===== config.mk =====
export PLATFORM = sky130hd
export DESIGN_NAME = bfpm_top
export DESIGN_NICKNAME = d
export VERILOG_FILES = /design/src/verilog/bfpm_pkg.sv /design/src/verilog/bfpm_top.sv /design/src/verilog/bfpm_persist.sv /design/src/verilog/bfpm_retry.sv
export SDC_FILE = /design/constraint.sdc
export NUM_CORES = 1
export LEC_CHECK = 0
export ABC_AREA = 1
export BUFFER_PORTS_ARGS = -buffer_cell sky130_fd_sc_hd__buf_2
export CORE_UTILIZATION = 58
export CTS_CLUSTER_SIZE = 28
export DETAILED_ROUTE_END_ITERATION = 8
export PLACE_DENSITY_LB_ADDON = 0.1
export SLEW_MARGIN = 40
export SYNTH_ARGS = -nofsm -noshare
export SYNTH_HDL_FRONTEND = slang
export SYNTH_SLANG_ARGS = --single-unit

===== constraint.sdc =====
create_clock -name sys_clk -period 3.1 [get_ports sys_clk]
set_clock_uncertainty 0.2 [all_clocks]
set_input_delay 0.62 -clock sys_clk [delete_from_list [all_inputs] [get_ports sys_clk]]
set_output_delay 0.62 -clock sys_clk [all_outputs]
set_load 0.005 [all_outputs]

===== src/verilog/bfpm_pkg.sv =====
// Shared constants and types of the breaker and fuel protection monitor.
// Assumes a single 10 MHz clock and a synchronous active-low reset.
// Function
// - Mains check armed by assigned, delayed input.
// - Mains fault: commanded open, stays closed.
// - Auto: fault after three failed open attempts, else after one.
// - Mains: deactivation when unattended with steady close.
// - Generator check armed by assigned, delayed input.
// - Generator fault: commanded open, stays closed.
// - Generator: block when auto, running, steady close.
// - Minimum fuel contact raises alarm after delay.
// - Analogue level at/below minimum raises alarm.
// - Low fuel contact raises warning after delay.
// - Analogue level at/below low raises warning.
// - High fuel contact raises warning after delay.
// - Analogue level at/above high raises warning.
// - Analogue checks need configuration or connected sensor.
// - Checks run in manual, auto, test, remote.
package bfpm_pkg;

  localparam int N_DI = 4;
  localparam int FUNC_W = 16;
  localparam int DELAY_W = 16;
  localparam int PCT_W = 7;

  // Input function codes, as numbered in the configuration table.
  localparam logic [FUNC_W-1:0] GENERATOR_BREAKER_STATUS_FUNCTION = 16'h0bb9;
  localparam logic [FUNC_W-1:0] MAINS_BREAKER_STATUS_FUNCTION     = 16'h0bba;
  localparam logic [FUNC_W-1:0] MIN_FUEL_CONTACT_FUNCTION         = 16'h1073;
  localparam logic [FUNC_W-1:0] LOW_FUEL_CONTACT_FUNCTION         = 16'h1074;
  localparam logic [FUNC_W-1:0] HIGH_FUEL_CONTACT_FUNCTION        = 16'h1075;

  localparam logic [1:0] OPEN_ATTEMPTS = 2'h3;

  // Delays count in ticks of 100 ms.
  localparam longint TICK_PERIOD_NS = 100_000_000;
  localparam longint CLK_PERIOD_NS = 100;
  localparam int TICK_CYCLES_DFLT = int'(TICK_PERIOD_NS / CLK_PERIOD_NS);
  localparam int TICK_W = 24;

  typedef enum logic [2:0] {
    BFPM_MODE_OFF,
    BFPM_MODE_MANUAL,
    BFPM_MODE_AUTO,
    BFPM_MODE_TEST,
    BFPM_MODE_REMOTE_START
  } bfpm_mode_t;

endpackage : bfpm_pkg


===== src/verilog/bfpm_top.sv =====
// Breaker-not-open and fuel level protection monitor.
// Assumes configuration, mode and commands are synchronous to sys_clk.
`timescale 1ns/10ps
module bfpm_top
  import bfpm_pkg::*;
#(
  parameter int TICK_CYCLES = TICK_CYCLES_DFLT
)
(
  input  wire logic               sys_clk,
  input  wire logic               reset_n,
  input  wire logic               ce,
  input  wire bfpm_mode_t         mode,
  input  wire logic               engine_running,
  input  wire logic               mains_open_cmd,
  input  wire logic               gen_open_cmd,
  input  wire logic               mains_steady_close_output,
  input  wire logic               generator_steady_close_output,
  input  wire logic [N_DI-1:0]    di_level,
  input  wire logic [FUNC_W-1:0]  di_function [N_DI],
  input  wire logic [DELAY_W-1:0] di_delay [N_DI],
  input  wire logic               fuel_analog_cfg,
  input  wire logic               fuel_sensor_connected,
  input  wire logic [PCT_W-1:0]   fuel_level_pct,
  input  wire logic [PCT_W-1:0]   min_fuel_thresh,
  input  wire logic [DELAY_W-1:0] min_fuel_delay,
  input  wire logic [PCT_W-1:0]   low_fuel_thresh,
  input  wire logic [DELAY_W-1:0] low_fuel_delay,
  input  wire logic [PCT_W-1:0]   high_fuel_thresh,
  input  wire logic [DELAY_W-1:0] high_fuel_delay,
  input  wire logic               fault_clear,
  output logic                    mains_fault_deact,
  output logic                    mains_fault_warn,
  output logic                    gen_fault_block,
  output logic                    gen_fault_warn,
  output logic                    min_fuel_alarm,
  output logic                    low_fuel_warn,
  output logic                    high_fuel_warn
);

  localparam logic [TICK_W-1:0] TICK_LAST = TICK_W'(TICK_CYCLES - 1);

  logic [TICK_W-1:0] tick_count;
  logic              tick;
  logic              eval;
  logic              unattended_any;
  logic              auto_mode;
  logic              analog_ok;

  logic [N_DI-1:0] is_mains;
  logic [N_DI-1:0] is_gen;
  logic [N_DI-1:0] is_min;
  logic [N_DI-1:0] is_low;
  logic [N_DI-1:0] is_high;
  logic [N_DI-1:0] di_cond;
  logic [N_DI-1:0] di_expired;

  logic mains_expire;
  logic gen_expire;
  logic mains_closed;
  logic gen_closed;
  logic mains_fault;
  logic gen_fault;
  logic min_analog_exp;
  logic low_analog_exp;
  logic high_analog_exp;
  logic min_fault;
  logic low_fault;
  logic high_fault;

  always_ff @(posedge sys_clk) begin
    if (!reset_n) begin
      tick_count <= '0;
      tick       <= 1'b0;
    end else if (ce) begin
      tick       <= tick_count == TICK_LAST;
      tick_count <= tick_count == TICK_LAST ? '0 : tick_count + 1'b1;
    end
  end

  assign eval = mode inside {BFPM_MODE_MANUAL, BFPM_MODE_AUTO,
                             BFPM_MODE_TEST, BFPM_MODE_REMOTE_START};
  assign unattended_any = eval && mode != BFPM_MODE_MANUAL;
  assign auto_mode = mode == BFPM_MODE_AUTO;
  assign analog_ok = eval && (fuel_analog_cfg || fuel_sensor_connected);

  // Each input runs its own timer on the condition of its function.
  for (genvar i = 0; i < N_DI; i++) begin : g_di
    assign is_mains[i] = di_function[i] == MAINS_BREAKER_STATUS_FUNCTION
                         && di_delay[i] != '0;
    assign is_gen[i]   = di_function[i] == GENERATOR_BREAKER_STATUS_FUNCTION
                         && di_delay[i] != '0;
    assign is_min[i]   = di_function[i] == MIN_FUEL_CONTACT_FUNCTION;
    assign is_low[i]   = di_function[i] == LOW_FUEL_CONTACT_FUNCTION;
    assign is_high[i]  = di_function[i] == HIGH_FUEL_CONTACT_FUNCTION;
    assign di_cond[i]  = eval && di_level[i] &&
                         ((is_mains[i] && mains_open_cmd) ||
                          (is_gen[i] && gen_open_cmd) ||
                          is_min[i] || is_low[i] || is_high[i]);

    bfpm_persist u_persist (
      .sys_clk (sys_clk),
      .reset_n (reset_n),
      .ce      (ce),
      .tick    (tick),
      .cond    (di_cond[i]),
      .delay   (di_delay[i]),
      .expired (di_expired[i])
    );
  end

  assign mains_expire = |(di_expired & is_mains);
  assign gen_expire   = |(di_expired & is_gen);
  assign mains_closed = |(di_level & is_mains);
  assign gen_closed   = |(di_level & is_gen);

  bfpm_retry u_mains_retry (
    .sys_clk    (sys_clk),
    .reset_n    (reset_n),
    .ce         (ce),
    .expire     (mains_expire),
    .unattended (auto_mode),
    .success    (mains_open_cmd && !mains_closed),
    .clear      (fault_clear || !eval),
    .fault      (mains_fault)
  );

  bfpm_retry u_gen_retry (
    .sys_clk    (sys_clk),
    .reset_n    (reset_n),
    .ce         (ce),
    .expire     (gen_expire),
    .unattended (auto_mode),
    .success    (gen_open_cmd && !gen_closed),
    .clear      (fault_clear || !eval),
    .fault      (gen_fault)
  );

  bfpm_persist u_min_analog (
    .sys_clk (sys_clk),
    .reset_n (reset_n),
    .ce      (ce),
    .tick    (tick),
    .cond    (analog_ok && fuel_level_pct <= min_fuel_thresh),
    .delay   (min_fuel_delay),
    .expired (min_analog_exp)
  );

  bfpm_persist u_low_analog (
    .sys_clk (sys_clk),
    .reset_n (reset_n),
    .ce      (ce),
    .tick    (tick),
    .cond    (analog_ok && fuel_level_pct <= low_fuel_thresh),
    .delay   (low_fuel_delay),
    .expired (low_analog_exp)
  );

  bfpm_persist u_high_analog (
    .sys_clk (sys_clk),
    .reset_n (reset_n),
    .ce      (ce),
    .tick    (tick),
    .cond    (analog_ok && fuel_level_pct >= high_fuel_thresh),
    .delay   (high_fuel_delay),
    .expired (high_analog_exp)
  );

  // Fuel faults latch until cleared; a new expiry wins over the clear.
  always_ff @(posedge sys_clk) begin
    if (!reset_n) begin
      min_fault  <= 1'b0;
      low_fault  <= 1'b0;
      high_fault <= 1'b0;
    end else if (ce) begin
      if (|(di_expired & is_min) || min_analog_exp) begin
        min_fault <= 1'b1;
      end else if (fault_clear || !eval) begin
        min_fault <= 1'b0;
      end
      if (|(di_expired & is_low) || low_analog_exp) begin
        low_fault <= 1'b1;
      end else if (fault_clear || !eval) begin
        low_fault <= 1'b0;
      end
      if (|(di_expired & is_high) || high_analog_exp) begin
        high_fault <= 1'b1;
      end else if (fault_clear || !eval) begin
        high_fault <= 1'b0;
      end
    end
  end

  always_ff @(posedge sys_clk) begin
    if (!reset_n) begin
      mains_fault_deact <= 1'b0;
      mains_fault_warn  <= 1'b0;
    end else if (ce) begin
      mains_fault_deact <= mains_fault && unattended_any &&
                           mains_steady_close_output;
      mains_fault_warn  <= mains_fault && !(unattended_any &&
                           mains_steady_close_output);
    end
  end

  always_ff @(posedge sys_clk) begin
    if (!reset_n) begin
      gen_fault_block <= 1'b0;
      gen_fault_warn  <= 1'b0;
    end else if (ce) begin
      gen_fault_block <= gen_fault && auto_mode && engine_running &&
                         generator_steady_close_output;
      gen_fault_warn  <= gen_fault && !(auto_mode && engine_running &&
                         generator_steady_close_output);
    end
  end

  always_ff @(posedge sys_clk) begin
    if (!reset_n) begin
      min_fuel_alarm <= 1'b0;
      low_fuel_warn  <= 1'b0;
      high_fuel_warn <= 1'b0;
    end else if (ce) begin
      min_fuel_alarm <= min_fault;
      low_fuel_warn  <= low_fault;
      high_fuel_warn <= high_fault;
    end
  end
endmodule : bfpm_top


===== src/verilog/bfpm_persist.sv =====
// Persistence timer: reports a condition held without a break for a delay.
// Assumes a one-cycle tick strobe; delay is in ticks, zero disables.
`timescale 1ns/10ps
module bfpm_persist
  import bfpm_pkg::*;
(
  input  wire logic               sys_clk,
  input  wire logic               reset_n,
  input  wire logic               ce,
  input  wire logic               tick,
  input  wire logic               cond,
  input  wire logic [DELAY_W-1:0] delay,
  output logic                    expired
);

  logic [DELAY_W-1:0] count;

  always_ff @(posedge sys_clk) begin
    if (!reset_n) begin
      count <= '0;
    end else if (ce) begin
      if (!cond) begin
        count <= '0;
      end else if (tick && count < delay) begin
        count <= count + 1'b1;
      end
    end
  end

  always_ff @(posedge sys_clk) begin
    if (!reset_n) begin
      expired <= 1'b0;
    end else if (ce) begin
      expired <= cond && delay != '0 && count >= delay;
    end
  end
endmodule : bfpm_persist


===== src/verilog/bfpm_retry.sv =====
// Failed-open attempt counter and fault latch for one breaker.
// Assumes expire is a level that rises once per failed open attempt.
`timescale 1ns/10ps
module bfpm_retry
  import bfpm_pkg::*;
(
  input  wire logic sys_clk,
  input  wire logic reset_n,
  input  wire logic ce,
  input  wire logic expire,
  input  wire logic unattended,
  input  wire logic success,
  input  wire logic clear,
  output logic      fault
);

  logic       expire_d;
  logic       attempt;
  logic [1:0] attempts;
  logic [1:0] next_attempts;

  assign attempt = expire && !expire_d;
  assign next_attempts = attempts + 2'h1;

  always_ff @(posedge sys_clk) begin
    if (!reset_n) begin
      expire_d <= 1'b0;
    end else if (ce) begin
      expire_d <= expire;
    end
  end

  // A breaker that opens ends the series of failed attempts.
  always_ff @(posedge sys_clk) begin
    if (!reset_n) begin
      attempts <= '0;
    end else if (ce) begin
      if (attempt && unattended && next_attempts != OPEN_ATTEMPTS) begin
        attempts <= next_attempts;
      end else if (attempt || success || clear) begin
        attempts <= '0;
      end
    end
  end

  // A new failure wins over a clear in the same cycle.
  always_ff @(posedge sys_clk) begin
    if (!reset_n) begin
      fault <= 1'b0;
    end else if (ce) begin
      if (attempt && (!unattended || next_attempts == OPEN_ATTEMPTS)) begin
        fault <= 1'b1;
      end else if (clear) begin
        fault <= 1'b0;
      end
    end
  end
endmodule : bfpm_retry


==> results.sh <==
export IMPL_critical_path_top_delay_family="simple AND/OR/NAND/NOR gates"
export IMPL_final_common_cell="nand2_1"
export IMPL_start_kind="flop"
export IMPL_post_cts_setup_buffers=0
export IMPL_finalHoldViolCount=0
export IMPL_tns_ps=0
export IMPL_max_cap_violations=0
export IMPL_irDropWorstVdd_mv=0.399
export IMPL_ys_seq_area_frac=0.234
export IMPL_syn_nets=2616
export IMPL_cp_required_ps=3260
export IMPL_grt_overflow=0
export IMPL_arrival_ps=2810
export IMPL_final_cell_mix="nand2_1, inv_1, nor2_1"
export IMPL_die_area_sq_um=24600
export IMPL_cts_resized=0
export IMPL_synthTopCellsByArea="dfxtp_1, nand2_1, ha_1, inv_1, nor2_1"
export IMPL_fin_nets=2843
export IMPL_period_share=0.852
export IMPL_grt_pass1_vias=13900
export IMPL_wire_per_inst_microns=13.3
export IMPL_clk_latency_ps=430
export IMPL_drc=0
export IMPL_cpPeakStageDelay_ps=410
export IMPL_fmax_mhz=378
export IMPL_firstDrtPassIters=6
export IMPL_clock_sinks=162
export IMPL_coreArea_sq_um=23500
export IMPL_setup_viol=0
export IMPL_cts_htree_levels=4
export IMPL_synth_edff_count=0
export IMPL_grt_pass1_wl_microns=62700
export IMPL_holdBufCountCts=0
export IMPL_ys_ff_latch=162
export IMPL_path_cells="ha_1 -> nand2_1 -> nor4_1 -> buf_4 -> nand2_1 -> nand3_1 -> nand3_4 -> nand2_4 -> inv_1 -> nand2_1 -> nand2_1 -> nor2_1"
export IMPL_post_route_cells_drive_above_1_share=0.132
export IMPL_hold_class="reg2reg"
export IMPL_drv_slew=0
export IMPL_nFillCells=2147
export IMPL_die_width_microns=157
export IMPL_worst_pin_slew_ps=661
export IMPL_die_y_microns=157
export IMPL_syn_inst=2251
export IMPL_cts_inserted_buffers=17
export IMPL_cp_buffers_inverters=2
export IMPL_vias=15100
export IMPL_syn2layout_area_growth_pct=14.9
export IMPL_port_buffers=228
export IMPL_dp_hpwl_microns=30100
export IMPL_path_clk_slew_ps=70
export IMPL_final_antenna_net_count=0
export IMPL_tritoncts="done"
export IMPL_antenna_found_initial=2
export IMPL_utilization=0.679
export IMPL_num_io_pins=229
export IMPL_netlist_area_sq_um=13900
export IMPL_cp_common_cell="nand2_1"
export IMPL_fin_crit_ps=2640
export IMPL_syn_area_per_cell_sq_um=6.17
export IMPL_rsz0062_at_grt="no"
export IMPL_synth_distinct_cells=45
export IMPL_start_util=0.591
export IMPL_ctsRootBufferMaster="clkbuf_16"
export IMPL_gp_congestion=0.970
export IMPL_wl_microns=37500
export IMPL_slew_headroom=0.555
export IMPL_first_iter_violations=918
export IMPL_clock_path_buffers=2
export IMPL_via_per_inst=5.37
export IMPL_criticalPathCategory="reg2reg"
export IMPL_track_usage=0.313
export IMPL_power_leakage_nw=7.51
export IMPL_cp_end_kind="flop"
export IMPL_status="finished clean"
export IMPL_async_flop_share=0
export IMPL_power_density_nw_per_um2=315
export IMPL_synth_top_area_frac=0.234
export IMPL_cpMaxStageDelayCell="nor4_1"
export IMPL_ys_warn_count=0
export IMPL_grt_max_degree=55
export IMPL_synth_area_leader_cell="dfxtp_1"
export IMPL_core_rowCount=56
export IMPL_crit_fanout=17
export IMPL_synthFlopType="dfxtp_1"
==> cell type report <==
cell class | instances | area [sq um] | share of cell area
multi-input combinational | 1690 | 9070 | 0.569
sequential | 162 | 3240 | 0.203
inverter | 360 | 1350 | 0.0847
timing repair buffer | 247 | 1280 | 0.0805
clock buffer | 18 | 439 | 0.0275
tap | 319 | 399 | 0.0250
clock inverter | 14 | 153 | 0.00957
antenna | 1 | 2.50 | 0.000157
==> final timing paths <==
path                               startpoint  slack [ps]  cells after the start                           to
setup / recovery  g_di[0].u_persist.count[11]         460                     12  g_di[0].u_persist.count[14]
hold / removal                 tick_count[19]         250                      2               tick_count[19]
setup reg to reg  g_di[0].u_persist.count[11]         460                     12  g_di[0].u_persist.count[14]
hold reg to reg                tick_count[19]         250                      2               tick_count[19]
==> state kept, by name, indices dropped and copies added, names as in the netlist, 2 cells and up <==
register / cells
g_di.u_persist.expired: 4
u_gen_retry.attempts: 2
u_mains_retry.attempts: 2
u_low_analog.count: 16
u_high_analog.count: 16
tick_count: 24
g_di.u_persist.count: 64
u_min_analog.count: 16
==> layer usage <==
metal	track usage	wire length (microns)
met1	0.387	16500
met2	0.546	17600
met3	0.0504	2360
met4	0.104	976
met5	0	13
==> stage by stage <==
stage | cells | area (sq um) | setup WS (ps) | hold WS [ps] | total power (W)
2_1_floorplan | 2251 | 13900 | 731 | 224 | 0.00262
3_3_place_gp | 2778 | 15400 | 83.2 | 231 | 0.00290
3_5_place_dp | 2778 | 15400 | 99.5 | 240 | 0.00293
4_1_cts | 2810 | 15900 | 500 | 249 | 0.00503
5_1_grt | 2811 | 15900 | 245 | 276 | 0.00525
6_report | 2811 | 15900 | 458 | 250 | 0.00502
==> power by group <==
part	switching, W	internal (W)
Combinational	0.000461	0.000292
Sequential	0.0000284	0.00210
Clock	0.000915	0.00122
==> cells in the mapped netlist, drive strengths merged (6+ instances only) <==
cell,count
a21oi,188
buf,21
clkbuf,18
clkinv,6
dfxtp,162
ha,143
inv,354
nand2,503
nand3,200
nand3b,18
nand4,62
nor2,342
nor3,52
nor4,29
o21a,8
o21ai,73
or2,6
xor2,45
==> kinds of logic (layout without fill, tap and decap cells) <==
logic type / Yosys count / in the layout / synth area share
AO/OA/AOI/OAI: 285 / 285 / 0.108
adder cells (fa/ha/maj): 143 / 143 / 0.129
flip-flops: 162 / 162 / 0.234
buffers and inverters: 399 / 639 / 0.113
XOR/XNOR: 49 / 49 / 0.0309
AND/OR/NAND/NOR: 1213 / 1213 / 0.386
other: 0 / 1 / 0
==> tightest hold or removal path, stage by stage (launching register included) <==
cell,delay (ps)
dfxtp_1,310
inv_1,50
a21oi_1,50
(Power assumes the default switching activity.)
